File: config.mk
export PLATFORM = sky130hd
export DESIGN_NAME = asp_uart
export DESIGN_NICKNAME = d
export VERILOG_FILES = /design/src/inc/asp_pkg.sv /design/src/rtl/asp_baud_timer.sv /design/src/rtl/asp_uart.sv
export VERILOG_INCLUDE_DIRS = /design/src /design/src/inc
export SDC_FILE = /design/constraint.sdc
export NUM_CORES = 1
export LEC_CHECK = 0
export ABC_AREA = 1
export BUFFER_PORTS_ARGS = -buffer_cell sky130_fd_sc_hd__buf_2
export CORE_MARGIN = 4
export CORE_UTILIZATION = 52
export CTS_CLUSTER_SIZE = 16
export DETAILED_ROUTE_END_ITERATION = 7
export PLACE_DENSITY = 0.74
export SLEW_MARGIN = 0
export SYNTH_ARGS = -nofsm -noshare
export SYNTH_HDL_FRONTEND = slang
export SYNTH_SLANG_ARGS = --single-unit
File: constraint.sdc
create_clock -name pclk -period 4.4 [get_ports pclk]
set_input_delay 0.22 -clock pclk [delete_from_list [all_inputs] [get_ports pclk]]
set_output_delay 0.22 -clock pclk [all_outputs]
set_load 0.05 [all_outputs]
File: src/inc/asp_defines.svh
`ifndef ASP_DEFINES_SVH
`define ASP_DEFINES_SVH

// ==========================================================
// register byte offsets
`define ASP_OFF_CTRL 8'h00
`define ASP_OFF_DATA 8'h04
`define ASP_OFF_TCTRL 8'h08
`define ASP_OFF_RELOAD 8'h0C
`define ASP_OFF_IRQ_STAT 8'h10
`define ASP_OFF_IRQ_MASK 8'h14

// ==========================================================
// serial_control_reg fields
`define ASP_CTRL_MODE9 7
`define ASP_CTRL_MCE 5
`define ASP_CTRL_RXEN 4
`define ASP_CTRL_TXN9 3
`define ASP_CTRL_RXN9 2
`define ASP_CTRL_TXDONE 1
`define ASP_CTRL_RXDONE 0
`define ASP_CTRL_RESET 8'h40

// ==========================================================
// timer control fields
`define ASP_TCTRL_RUN 0
`define ASP_TCTRL_SEL_LSB 1
`define ASP_TCTRL_SEL_MSB 3

// ==========================================================
// interrupt status and mask bits
`define ASP_IRQ_TX 0
`define ASP_IRQ_RX 1

// ==========================================================
// baud clock prescaler, timer counter and frame bit counts
`define ASP_PRE_LAST 6'h2F
`define ASP_PRE_DIV4_MASK 6'h03
`define ASP_PRE_DIV12 6'h0C
`define ASP_XOSC_LAST 3'h7
`define ASP_CNT_TOP 8'hFF
`define ASP_BITS_8 4'h7
`define ASP_BITS_9 4'h8

`endif

File: src/inc/asp_pkg.sv
package asp_pkg;

    // baud timer clock sources
    typedef enum logic [2:0] {
        ASP_CLK_SYS,
        ASP_CLK_DIV4,
        ASP_CLK_DIV12,
        ASP_CLK_DIV48,
        ASP_CLK_XOSC8,
        ASP_CLK_EXT
    } asp_clk_sel_t;

    typedef enum logic [2:0] {
        TX_IDLE,
        TX_START,
        TX_DATA,
        TX_NINTH,
        TX_STOP
    } asp_tx_state_t;

    typedef enum logic [1:0] {
        RX_IDLE,
        RX_START,
        RX_DATA,
        RX_STOP
    } asp_rx_state_t;

endpackage

File: src/rtl/asp_baud_timer.sv
`timescale 1ns/1ps
`include "asp_defines.svh"

module asp_baud_timer (
    input wire logic pclk, // system clock
    input wire logic presetn, // async reset, active low
    input wire logic run, // timer enable
    input wire asp_pkg::asp_clk_sel_t sel, // timer clock source
    input wire logic [7:0] reload, // auto-reload value
    input wire logic ext_osc_clk, // external oscillator, sampled
    input wire logic timer_ext_in, // external timer input, sampled
    input wire logic rx_restart, // start bit seen, reload rx copy
    output logic tx_bit_tick, // one pulse per transmit bit
    output logic rx_half_tick // rx copy overflow, half a bit
);
    import asp_pkg::*;

    logic [5:0] pre;
    logic [2:0] xosc_cnt;
    logic xosc_prev;
    logic ext_prev;
    logic tick;
    logic [7:0] tx_cnt;
    logic [7:0] rx_cnt;
    logic tx_half;
    logic tx_ovf;

    // ==========================================================
    // clock source selection
    function automatic logic div12_hit(input logic [5:0] p);
        div12_hit = (p == `ASP_PRE_DIV12 - 6'h01) || (p == 6'h17) ||
                    (p == 6'h23) || (p == `ASP_PRE_LAST);
    endfunction

    // one free prescaler serves the /4, /12 and /48 taps
    always_ff @(posedge pclk or negedge presetn) begin
        if (!presetn) begin
            pre <= 6'h00;
        end else begin
            pre <= (pre == `ASP_PRE_LAST) ? 6'h00 : pre + 6'h01;
        end
    end

    // inputs are already synchronous, so plain edge detection suffices
    always_ff @(posedge pclk or negedge presetn) begin
        if (!presetn) begin
            xosc_prev <= 1'b0;
            ext_prev <= 1'b0;
            xosc_cnt <= 3'h0;
        end else begin
            xosc_prev <= ext_osc_clk;
            ext_prev <= timer_ext_in;
            if (ext_osc_clk && !xosc_prev) begin
                xosc_cnt <= xosc_cnt + 3'h1;
            end
        end
    end

    always_comb begin
        case (sel)
            ASP_CLK_SYS: tick = 1'b1;
            ASP_CLK_DIV4: tick = (pre & `ASP_PRE_DIV4_MASK) == `ASP_PRE_DIV4_MASK;
            ASP_CLK_DIV12: tick = div12_hit(pre);
            ASP_CLK_DIV48: tick = (pre == `ASP_PRE_LAST);
            ASP_CLK_XOSC8: tick = ext_osc_clk && !xosc_prev && (xosc_cnt == `ASP_XOSC_LAST);
            ASP_CLK_EXT: tick = timer_ext_in && !ext_prev;
            default: tick = 1'b0;
        endcase
    end

    // ==========================================================
    // transmit counter: low byte in 8-bit auto-reload
    assign tx_ovf = run && tick && (tx_cnt == `ASP_CNT_TOP);

    always_ff @(posedge pclk or negedge presetn) begin
        if (!presetn) begin
            tx_cnt <= 8'h00;
            tx_half <= 1'b0;
        end else if (run && tick) begin
            tx_cnt <= (tx_cnt == `ASP_CNT_TOP) ? reload : tx_cnt + 8'h01;
            if (tx_ovf) begin
                tx_half <= !tx_half;
            end
        end
    end

    // every second overflow makes a bit
    assign tx_bit_tick = tx_ovf && tx_half;

    // ==========================================================
    // hidden receive copy, realigned by a start bit
    always_ff @(posedge pclk or negedge presetn) begin
        if (!presetn) begin
            rx_cnt <= 8'h00;
        end else if (rx_restart) begin
            rx_cnt <= reload;
        end else if (run && tick) begin
            rx_cnt <= (rx_cnt == `ASP_CNT_TOP) ? reload : rx_cnt + 8'h01;
        end
    end

    assign rx_half_tick = run && tick && !rx_restart && (rx_cnt == `ASP_CNT_TOP);

    a_rx_restart_load: assert property (@(posedge pclk) disable iff (!presetn)
        rx_restart |=> rx_cnt == $past(reload))
        else $error("rx copy not reloaded on start bit");

    a_tx_reload_ovf: assert property (@(posedge pclk) disable iff (!presetn)
        tx_ovf |=> tx_cnt == $past(reload))
        else $error("tx counter did not auto-reload");

    a_tx_bit_half: assert property (@(posedge pclk) disable iff (!presetn)
        tx_ovf && !tx_half |=> !tx_bit_tick)
        else $error("bit tick not on every second overflow");

endmodule

File: src/rtl/asp_uart.sv
`timescale 1ns/1ps
`include "asp_defines.svh"

module asp_uart (
    input wire logic pclk, // system clock
    input wire logic presetn, // async reset, active low
    input wire logic psel, // apb select
    input wire logic penable, // apb enable
    input wire logic pwrite, // apb direction
    input wire logic [7:0] paddr, // apb byte address
    input wire logic [31:0] pwdata, // apb write data
    output logic [31:0] prdata, // apb read data
    output logic pready, // apb ready
    output logic pslverr, // apb error, unmapped address
    input wire logic rx_pin, // serial receive line
    output logic tx_pin, // serial transmit line
    input wire logic ext_osc_clk, // external oscillator
    input wire logic timer_ext_in, // external timer input
    output logic irq // level interrupt
);
    import asp_pkg::*;

    // ==========================================================
    // declarations
    logic mode9;
    logic mce;
    logic rx_en;
    logic tx_ninth_bit;
    logic rx_ninth_bit;
    logic tx_done_flag;
    logic rx_done_flag;
    logic [7:0] rx_buf;
    logic t_run;
    asp_clk_sel_t t_sel;
    logic [7:0] reload;
    logic [1:0] irq_stat;
    logic [1:0] irq_mask;
    logic [1:0] stat_clr;
    logic acc;
    logic wr_acc;
    logic tx_bit_tick;
    logic rx_half_tick;
    logic rx_restart;
    asp_tx_state_t tx_state;
    logic [8:0] tx_shift;
    logic [3:0] tx_cnt;
    logic [7:0] tx_hold;
    logic tx_pend;
    logic tx_m9;
    logic tx_n9_lat;
    logic tx_set;
    asp_rx_state_t rx_state;
    logic rx_meta;
    logic rx_s;
    logic rx_prev;
    logic rx_ph;
    logic [3:0] rx_cnt;
    logic [8:0] rx_shift;
    logic [7:0] rx_data;
    logic rx_chk;
    logic rx_load;

    function automatic logic hit(input logic [7:0] a, input logic [7:0] off);
        hit = (a == off);
    endfunction

    function automatic logic mapped(input logic [7:0] a);
        mapped = hit(a, `ASP_OFF_CTRL) || hit(a, `ASP_OFF_DATA) ||
                 hit(a, `ASP_OFF_TCTRL) || hit(a, `ASP_OFF_RELOAD) ||
                 hit(a, `ASP_OFF_IRQ_STAT) || hit(a, `ASP_OFF_IRQ_MASK);
    endfunction

    // ==========================================================
    // apb slave
    // zero wait states; read data is captured in the setup cycle
    assign pready = 1'b1;
    assign acc = psel && penable;
    assign wr_acc = acc && pwrite && mapped(paddr);
    assign pslverr = acc && !mapped(paddr);

    always_ff @(posedge pclk or negedge presetn) begin
        if (!presetn) begin
            prdata <= 32'h00000000;
        end else if (psel && !penable) begin
            prdata <= 32'h00000000;
            if (!pwrite) begin
                case (paddr)
                    `ASP_OFF_CTRL: prdata[7:0] <= {mode9, 1'b1, mce, rx_en,
                        tx_ninth_bit, rx_ninth_bit, tx_done_flag, rx_done_flag};
                    `ASP_OFF_DATA: prdata[7:0] <= rx_buf;
                    `ASP_OFF_TCTRL: prdata[3:0] <= {t_sel, t_run};
                    `ASP_OFF_RELOAD: prdata[7:0] <= reload;
                    `ASP_OFF_IRQ_STAT: prdata[1:0] <= irq_stat;
                    `ASP_OFF_IRQ_MASK: prdata[1:0] <= irq_mask;
                    default: prdata <= 32'h00000000;
                endcase
            end
        end
    end

    // ==========================================================
    // control register; a hardware set beats a software clear
    always_ff @(posedge pclk or negedge presetn) begin
        if (!presetn) begin
            mode9 <= 1'b0;
            mce <= 1'b0;
            rx_en <= 1'b0;
            tx_ninth_bit <= 1'b0;
            rx_ninth_bit <= 1'b0;
            tx_done_flag <= 1'b0;
            rx_done_flag <= 1'b0;
        end else begin
            if (wr_acc && hit(paddr, `ASP_OFF_CTRL)) begin
                mode9 <= pwdata[`ASP_CTRL_MODE9];
                mce <= pwdata[`ASP_CTRL_MCE];
                rx_en <= pwdata[`ASP_CTRL_RXEN];
                tx_ninth_bit <= pwdata[`ASP_CTRL_TXN9];
                rx_ninth_bit <= pwdata[`ASP_CTRL_RXN9];
                tx_done_flag <= pwdata[`ASP_CTRL_TXDONE];
                rx_done_flag <= pwdata[`ASP_CTRL_RXDONE];
            end
            if (tx_set) begin
                tx_done_flag <= 1'b1;
            end
            if (rx_load) begin
                rx_done_flag <= 1'b1;
                rx_ninth_bit <= rx_chk;
            end
        end
    end

    // baud timer configuration
    always_ff @(posedge pclk or negedge presetn) begin
        if (!presetn) begin
            t_run <= 1'b0;
            t_sel <= ASP_CLK_SYS;
            reload <= 8'h00;
        end else if (wr_acc) begin
            if (hit(paddr, `ASP_OFF_TCTRL)) begin
                t_run <= pwdata[`ASP_TCTRL_RUN];
                t_sel <= asp_clk_sel_t'(pwdata[`ASP_TCTRL_SEL_MSB:`ASP_TCTRL_SEL_LSB]);
            end
            if (hit(paddr, `ASP_OFF_RELOAD)) begin
                reload <= pwdata[7:0];
            end
        end
    end

    // ==========================================================
    // interrupts: read clears only the bits that the read returned
    assign stat_clr = (acc && !pwrite && hit(paddr, `ASP_OFF_IRQ_STAT)) ? prdata[1:0] : 2'h0;

    always_ff @(posedge pclk or negedge presetn) begin
        if (!presetn) begin
            irq_stat <= 2'h0;
            irq_mask <= 2'h0;
        end else begin
            irq_stat <= (irq_stat & ~stat_clr) | {rx_load, tx_set};
            if (wr_acc && hit(paddr, `ASP_OFF_IRQ_MASK)) begin
                irq_mask <= pwdata[1:0];
            end
        end
    end

    assign irq = |(irq_stat & irq_mask);

    // ==========================================================
    // baud generation
    asp_baud_timer u_timer (
        .pclk(pclk),
        .presetn(presetn),
        .run(t_run),
        .sel(t_sel),
        .reload(reload),
        .ext_osc_clk(ext_osc_clk),
        .timer_ext_in(timer_ext_in),
        .rx_restart(rx_restart),
        .tx_bit_tick(tx_bit_tick),
        .rx_half_tick(rx_half_tick)
    );

    // ==========================================================
    // transmitter; a frame starts on the first bit tick in TX_IDLE after a write
    assign tx_set = tx_bit_tick && (((tx_state == TX_DATA) && (tx_cnt == `ASP_BITS_8) && !tx_m9) ||
                    (tx_state == TX_NINTH));

    always_ff @(posedge pclk or negedge presetn) begin
        if (!presetn) begin
            tx_state <= TX_IDLE;
            tx_pin <= 1'b1;
            tx_shift <= 9'h000;
            tx_cnt <= 4'h0;
            tx_hold <= 8'h00;
            tx_pend <= 1'b0;
            tx_m9 <= 1'b0;
            tx_n9_lat <= 1'b0;
        end else begin
            if (tx_bit_tick) begin
                case (tx_state)
                    TX_IDLE: begin
                        if (tx_pend) begin
                            tx_pin <= 1'b0;
                            tx_shift <= {tx_ninth_bit, tx_hold};
                            tx_n9_lat <= tx_ninth_bit;
                            tx_m9 <= mode9;
                            tx_pend <= 1'b0;
                            tx_state <= TX_START;
                        end
                    end
                    TX_START: begin
                        tx_pin <= tx_shift[0];
                        tx_shift <= {1'b0, tx_shift[8:1]};
                        tx_cnt <= 4'h0;
                        tx_state <= TX_DATA;
                    end
                    TX_DATA: begin
                        if (tx_cnt == `ASP_BITS_8) begin
                            tx_pin <= tx_m9 ? tx_shift[0] : 1'b1;
                            tx_state <= tx_m9 ? TX_NINTH : TX_STOP;
                        end else begin
                            tx_pin <= tx_shift[0];
                            tx_shift <= {1'b0, tx_shift[8:1]};
                            tx_cnt <= tx_cnt + 4'h1;
                        end
                    end
                    TX_NINTH: begin
                        tx_pin <= 1'b1;
                        tx_state <= TX_STOP;
                    end
                    TX_STOP: begin
                        tx_state <= TX_IDLE;
                    end
                    default: begin
                        tx_pin <= 1'b1;
                        tx_state <= TX_IDLE;
                    end
                endcase
            end
            // a write lands only in the transmit register
            if (wr_acc && hit(paddr, `ASP_OFF_DATA)) begin
                tx_hold <= pwdata[7:0];
                tx_pend <= 1'b1;
            end
        end
    end

    // ==========================================================
    // receive pin synchroniser and edge history
    always_ff @(posedge pclk or negedge presetn) begin
        if (!presetn) begin
            rx_meta <= 1'b1;
            rx_s <= 1'b1;
            rx_prev <= 1'b1;
        end else begin
            rx_meta <= rx_pin;
            rx_s <= rx_meta;
            rx_prev <= rx_s;
        end
    end

    assign rx_restart = (rx_state == RX_IDLE) && rx_en && rx_prev && !rx_s;
    assign rx_data = mode9 ? rx_shift[7:0] : rx_shift[8:1];
    assign rx_chk = mode9 ? rx_shift[8] : rx_s;
    assign rx_load = (rx_state == RX_STOP) && rx_half_tick && rx_ph && !rx_done_flag &&
                     (!mce || rx_chk);

    // ==========================================================
    // receiver; half-bit overflows are halved by rx_ph so that
    // each bit is sampled one half bit after its edge
    always_ff @(posedge pclk or negedge presetn) begin
        if (!presetn) begin
            rx_state <= RX_IDLE;
            rx_ph <= 1'b0;
            rx_cnt <= 4'h0;
            rx_shift <= 9'h000;
        end else begin
            case (rx_state)
                RX_IDLE: begin
                    if (rx_restart) begin
                        rx_state <= RX_START;
                    end
                end
                RX_START: begin
                    // glitch rejection: start must still be low at centre
                    if (rx_half_tick) begin
                        rx_state <= rx_s ? RX_IDLE : RX_DATA;
                        rx_ph <= 1'b0;
                        rx_cnt <= 4'h0;
                    end
                end
                RX_DATA: begin
                    if (rx_half_tick) begin
                        rx_ph <= !rx_ph;
                        if (rx_ph) begin
                            rx_shift <= {rx_s, rx_shift[8:1]};
                            rx_cnt <= rx_cnt + 4'h1;
                            if (rx_cnt == (mode9 ? `ASP_BITS_9 : `ASP_BITS_8)) begin
                                rx_state <= RX_STOP;
                            end
                        end
                    end
                end
                RX_STOP: begin
                    if (rx_half_tick) begin
                        rx_ph <= !rx_ph;
                        if (rx_ph) begin
                            rx_state <= RX_IDLE;
                        end
                    end
                end
                default: begin
                    rx_state <= RX_IDLE;
                end
            endcase
        end
    end

    // holding buffer lets the shifter take the next frame at once
    always_ff @(posedge pclk or negedge presetn) begin
        if (!presetn) begin
            rx_buf <= 8'h00;
        end else if (rx_load) begin
            rx_buf <= rx_data;
        end
    end

    // ==========================================================
    // checks
    a_tx_done_stop: assert property (@(posedge pclk) disable iff (!presetn)
        tx_set |=> tx_pin && (tx_state == TX_STOP))
        else $error("tx done not at start of stop bit");

    a_flag_sticky: assert property (@(posedge pclk) disable iff (!presetn)
        rx_done_flag && !(wr_acc && hit(paddr, `ASP_OFF_CTRL)) |=> rx_done_flag)
        else $error("rx done flag cleared by hardware");

    // a software write of 1 may also raise the flag, so only hardware loads are judged
    a_rx_load_cond: assert property (@(posedge pclk) disable iff (!presetn)
        $rose(rx_done_flag) && !$past(wr_acc && (paddr == `ASP_OFF_CTRL)) |->
        $past(!rx_done_flag && (!mce || rx_chk)))
        else $error("byte stored with flag set or check bit low");

    a_write_no_rx: assert property (@(posedge pclk) disable iff (!presetn)
        wr_acc && hit(paddr, `ASP_OFF_DATA) && !rx_load |=> $stable(rx_buf))
        else $error("data write disturbed receive buffer");

    a_read_rx_buf: assert property (@(posedge pclk) disable iff (!presetn)
        psel && !penable && !pwrite && hit(paddr, `ASP_OFF_DATA) |=> prdata[7:0] == $past(rx_buf))
        else $error("data read did not return receive buffer");

    a_irq_on_flag: assert property (@(posedge pclk) disable iff (!presetn)
        tx_set && irq_mask[`ASP_IRQ_TX] && !(wr_acc && hit(paddr, `ASP_OFF_IRQ_MASK)) |=> irq)
        else $error("no interrupt after tx done");

    a_ninth_bit_out: assert property (@(posedge pclk) disable iff (!presetn)
        tx_state == TX_NINTH |-> tx_pin == tx_n9_lat)
        else $error("ninth bit differs from control bit");

    a_start_center: assert property (@(posedge pclk) disable iff (!presetn)
        rx_state == RX_START && rx_half_tick && !rx_s |=> rx_state == RX_DATA && !rx_ph)
        else $error("valid start bit not accepted at centre");

endmodule

==> results.yml <==
setup_path:
  regToRegStartpoint: "u_timer.pre[0]$_DFF_PN0_"
  most_numerous_cell_on_the_critical_path: "nand2_1"
  worst_setup_startpoint: "u_timer.pre[0]$_DFF_PN0_"
  worst-r2r-setup-slack_ns: 2.10
  arrival_ns: 2.60
  timing.critical_path.cells: "ha_1 > inv_1 > nor2_1 > nand2_1 > nand2_1 > nand3_1 > nand2_1 > nand2_2 > nand2_4 > nand4_4 > inv_2 > nand2_4 > nand2_1 > o21ai_2"
  critical_path_required_ns: 4.70
  worst_path_largest_cell_delay_ns: 0.38
  cell_count_along_the_critical_path: 14
  end_kind: "flop"
  critical_path.top_delay_family: "simple AND/OR/NAND/NOR gates"
  worstSetupStartpointType: "flop"
  path_max_fanout: 19
  worst_r2r_path_depth: 14
  cp_num_buf_inv: 2
  worst-setup-path-type: "reg -> reg"
  critPathSlowestCell: "dfrtp_1"
cts:
  tritoncts.num_buffers: 17
  clock_tree.root_cell: "clkbuf_16"
  cts.clk_slew.worst_paths_ns: 0.05
  cts-root-to-sink-buffers: 2
  htree_num_levels: 4
  cts_hold_repair.buffers: 4
  total_of_cells_resized_after_clock_tree_synthesis: 0
  clk_latency_ns: 0.42
  clock_tree_from_tritoncts: "done"
  cts.repair_timing.setup_buffer_count: 0
  clock-sinks: 113
power:
  peakVddDrop_mv: 0.249
  cellLeakagePower_nw: 3.32
  finalPower_mw: 2.69
  power_density_over_the_cells_nw_per_um2: 396
synth:
  postSynth.topFlopCell: "dfrtp_1"
  number_of_enable_flip_flop_cells_after_synthesis: 0
  unique_masters_post_synth: 48
  yosysWarnings: 0
  synth.largest_area_cell: "dfrtp_1"
  yosysSeqAreaShare_pct: 47.6
  synthesis.area_sq_um: 5950
  post_synth_main_area_contributors: "dfrtp_1, nand2_1, o21ai_0"
  syn_avg_cell_area_sq_um: 8.28
  ys_async_sr_fraction_pct: 100
  syn_inst: 719
  synth.cells.most_frequent: "nand2_1, dfrtp_1, inv_1, o21ai_0, nor2_1"
  ff_latch_count_synth: 113
  synth_most_common_cell: "nand2_1"
  synth_top_cell_area_share_pct: 45.8
placement:
  gpl.final_weighted_congestion: 0.899
  hpwl_um: 9420
  dp_cells: 882
  io_buffers: 34
  postPlaceCellArea_sq_um: 6140
sta:
  timing_max_transition_violations_final: 0
  timing.final.setup_violations: 0
  skew_ns: 0.00847
  layout_worst_path_cycle_share_pct: 52.3
  highest_clock_frequency_the_design_can_meet_mhz: 435
  hold_viol_final: 0
  layout_min_cycle_time_ns: 2.30
  tightestPinTransition_ns: 0.901
  grt_setup_unrepaired: "false"
  slew_headroom_pct: 39.9
  timing.hold.ws_ns: 0.0509
  totalNegativeSetupSlack_ns: 0
layout:
  finish.cell_count_without_fillers: 918
  drive_gt1_share_pct: 14.9
  nNetsFinal: 820
  num_antenna_cells: 0
  area.growth.synth_to_final_pct: 13.9
  postLayoutCellArea_sq_um: 6780
global_routing:
  antenna_found_initial: 0
  grt.overflow.total: 0
  grt_use_total_pct: 21.6
  grt_first_pass_wirelength_um: 22500
  via_count_of_the_first_global_routing_pass: 4766
  maximum_number_of_pins_on_one_net_before_global_route_repair: 71
worst_hold_path:
  worst_hold_path_type: "in -> reg"
  worst_hold_path.num_cells: 3
  hold_path.startpoint: "pwdata[6]"
floorplanning:
  floorplan.initialDensity_pct: 53.9
  die_width_um: 115
  ios: 84
  floorplan.die_area_sq_um: 13200
  floorplan.die.height_um: 115
  core-area_sq_um: 11000
  std_cell_rows: 38
detailed_routing:
  total_wirelength_um: 13300
  first_iter_violations: 318
  detail-route-antenna-nets: 0
  routed-via-count: 4823
  firstDrtPassIters: 5
  drc_errors: 0
  via_per_inst: 5.25
  routedWlPerCell_um: 14.5
outcome:
  outcome: "complete, no violations"
job:
  timing.max_cap.violations: 0
==> cells in the final DEF (no fill, tap or decap), types with 10 or more instances in the layout <==
cell type and count:
o21ai_0 64, xor2_1 10, clkbuf_16 17, nor3_1 11, o211ai_1 12, dfrtp_1 109
inv_1 71, nor2_2 10, nor2_1 49, a21oi_1 12, conb_1 25, buf_2 33
nand3_1 38, nand2_1 201
==> through the flow <==
step	setup slack, ns	util (%)
floorplan	2.58	-
global placement	2.24	55.7
detailed placement	2.18	55.7
CTS	2.11	61.4
global route	1.91	61.4
finish	2.10	61.4
==> sequential cells by signal, indices dropped and copies added, names as in the netlist, 2 cells and up, named ones only <==
register / count
rx_cnt: 4
tx_shift: 9
u_timer.pre: 6
rx_buf: 8
rx_shift: 9
irq_mask: 2
t_sel: 3
tx_state: 3
prdata: 8
reload: 8
u_timer.xosc_cnt: 3
irq_stat: 2
tx_hold: 8
tx_cnt: 4
u_timer.tx_cnt: 8
u_timer.rx_cnt: 8
==> worst register-to-register path: cells and delay by family, from the launching register on <==
kind / cells / cell delay, ns
simple gates: 10 / 1.14
flops: 1 / 0.38
compound gates: 1 / 0.06
fa+ha+maj: 1 / 0.28
buf+inv: 2 / 0.31
==> cells by family after synthesis <==
logic type | synth area share (%)
compound gates | 12.7
xor+xnor | 1.62
fa+ha+maj | 1.47
other cells | 0.126
buf+inv | 8.98
simple gates | 26.0
flops | 47.6
mux | 1.53
==> report_power, final <==
group	leakage, nW	internal, mW	switching, mW
logic	1.62	0.0558	0.182
clock network	0.288	0.886	0.473
registers	1.42	1.07	0.0207
==> metal layers <==
layer  track usage (%)  wire, um  vias up
li1                  -         -     2399
met1              26.1      5760     2291
met2              36.6      6640      108
met3              6.16       660       25
met4              8.76       292        0
met5                 0         0        -
==> worst paths after layout <==
check,endpoint
min in group asynchronous,u_timer.pre[0]$_DFF_PN0_
min,tx_hold[6]$_DFFE_PN0P_
max in group asynchronous,rx_meta$_DFF_PN1_
max reg2reg,rx_buf[6]$_DFFE_PN0P_
max,rx_buf[6]$_DFFE_PN0P_
min reg2reg,rx_s$_DFF_PN1_
==> final cells by class <==
cell class	instances	area, sq um
Clock inverter	10	108
Inverter	76	285
Fill cell	925	4260
Sequential cell	113	2830
Tap cell	140	175
Multi-Input combinational cell	518	2670
Clock buffer	22	484
Timing Repair Buffer	39	220
Note: power is estimated with default switching activity, not from simulation.
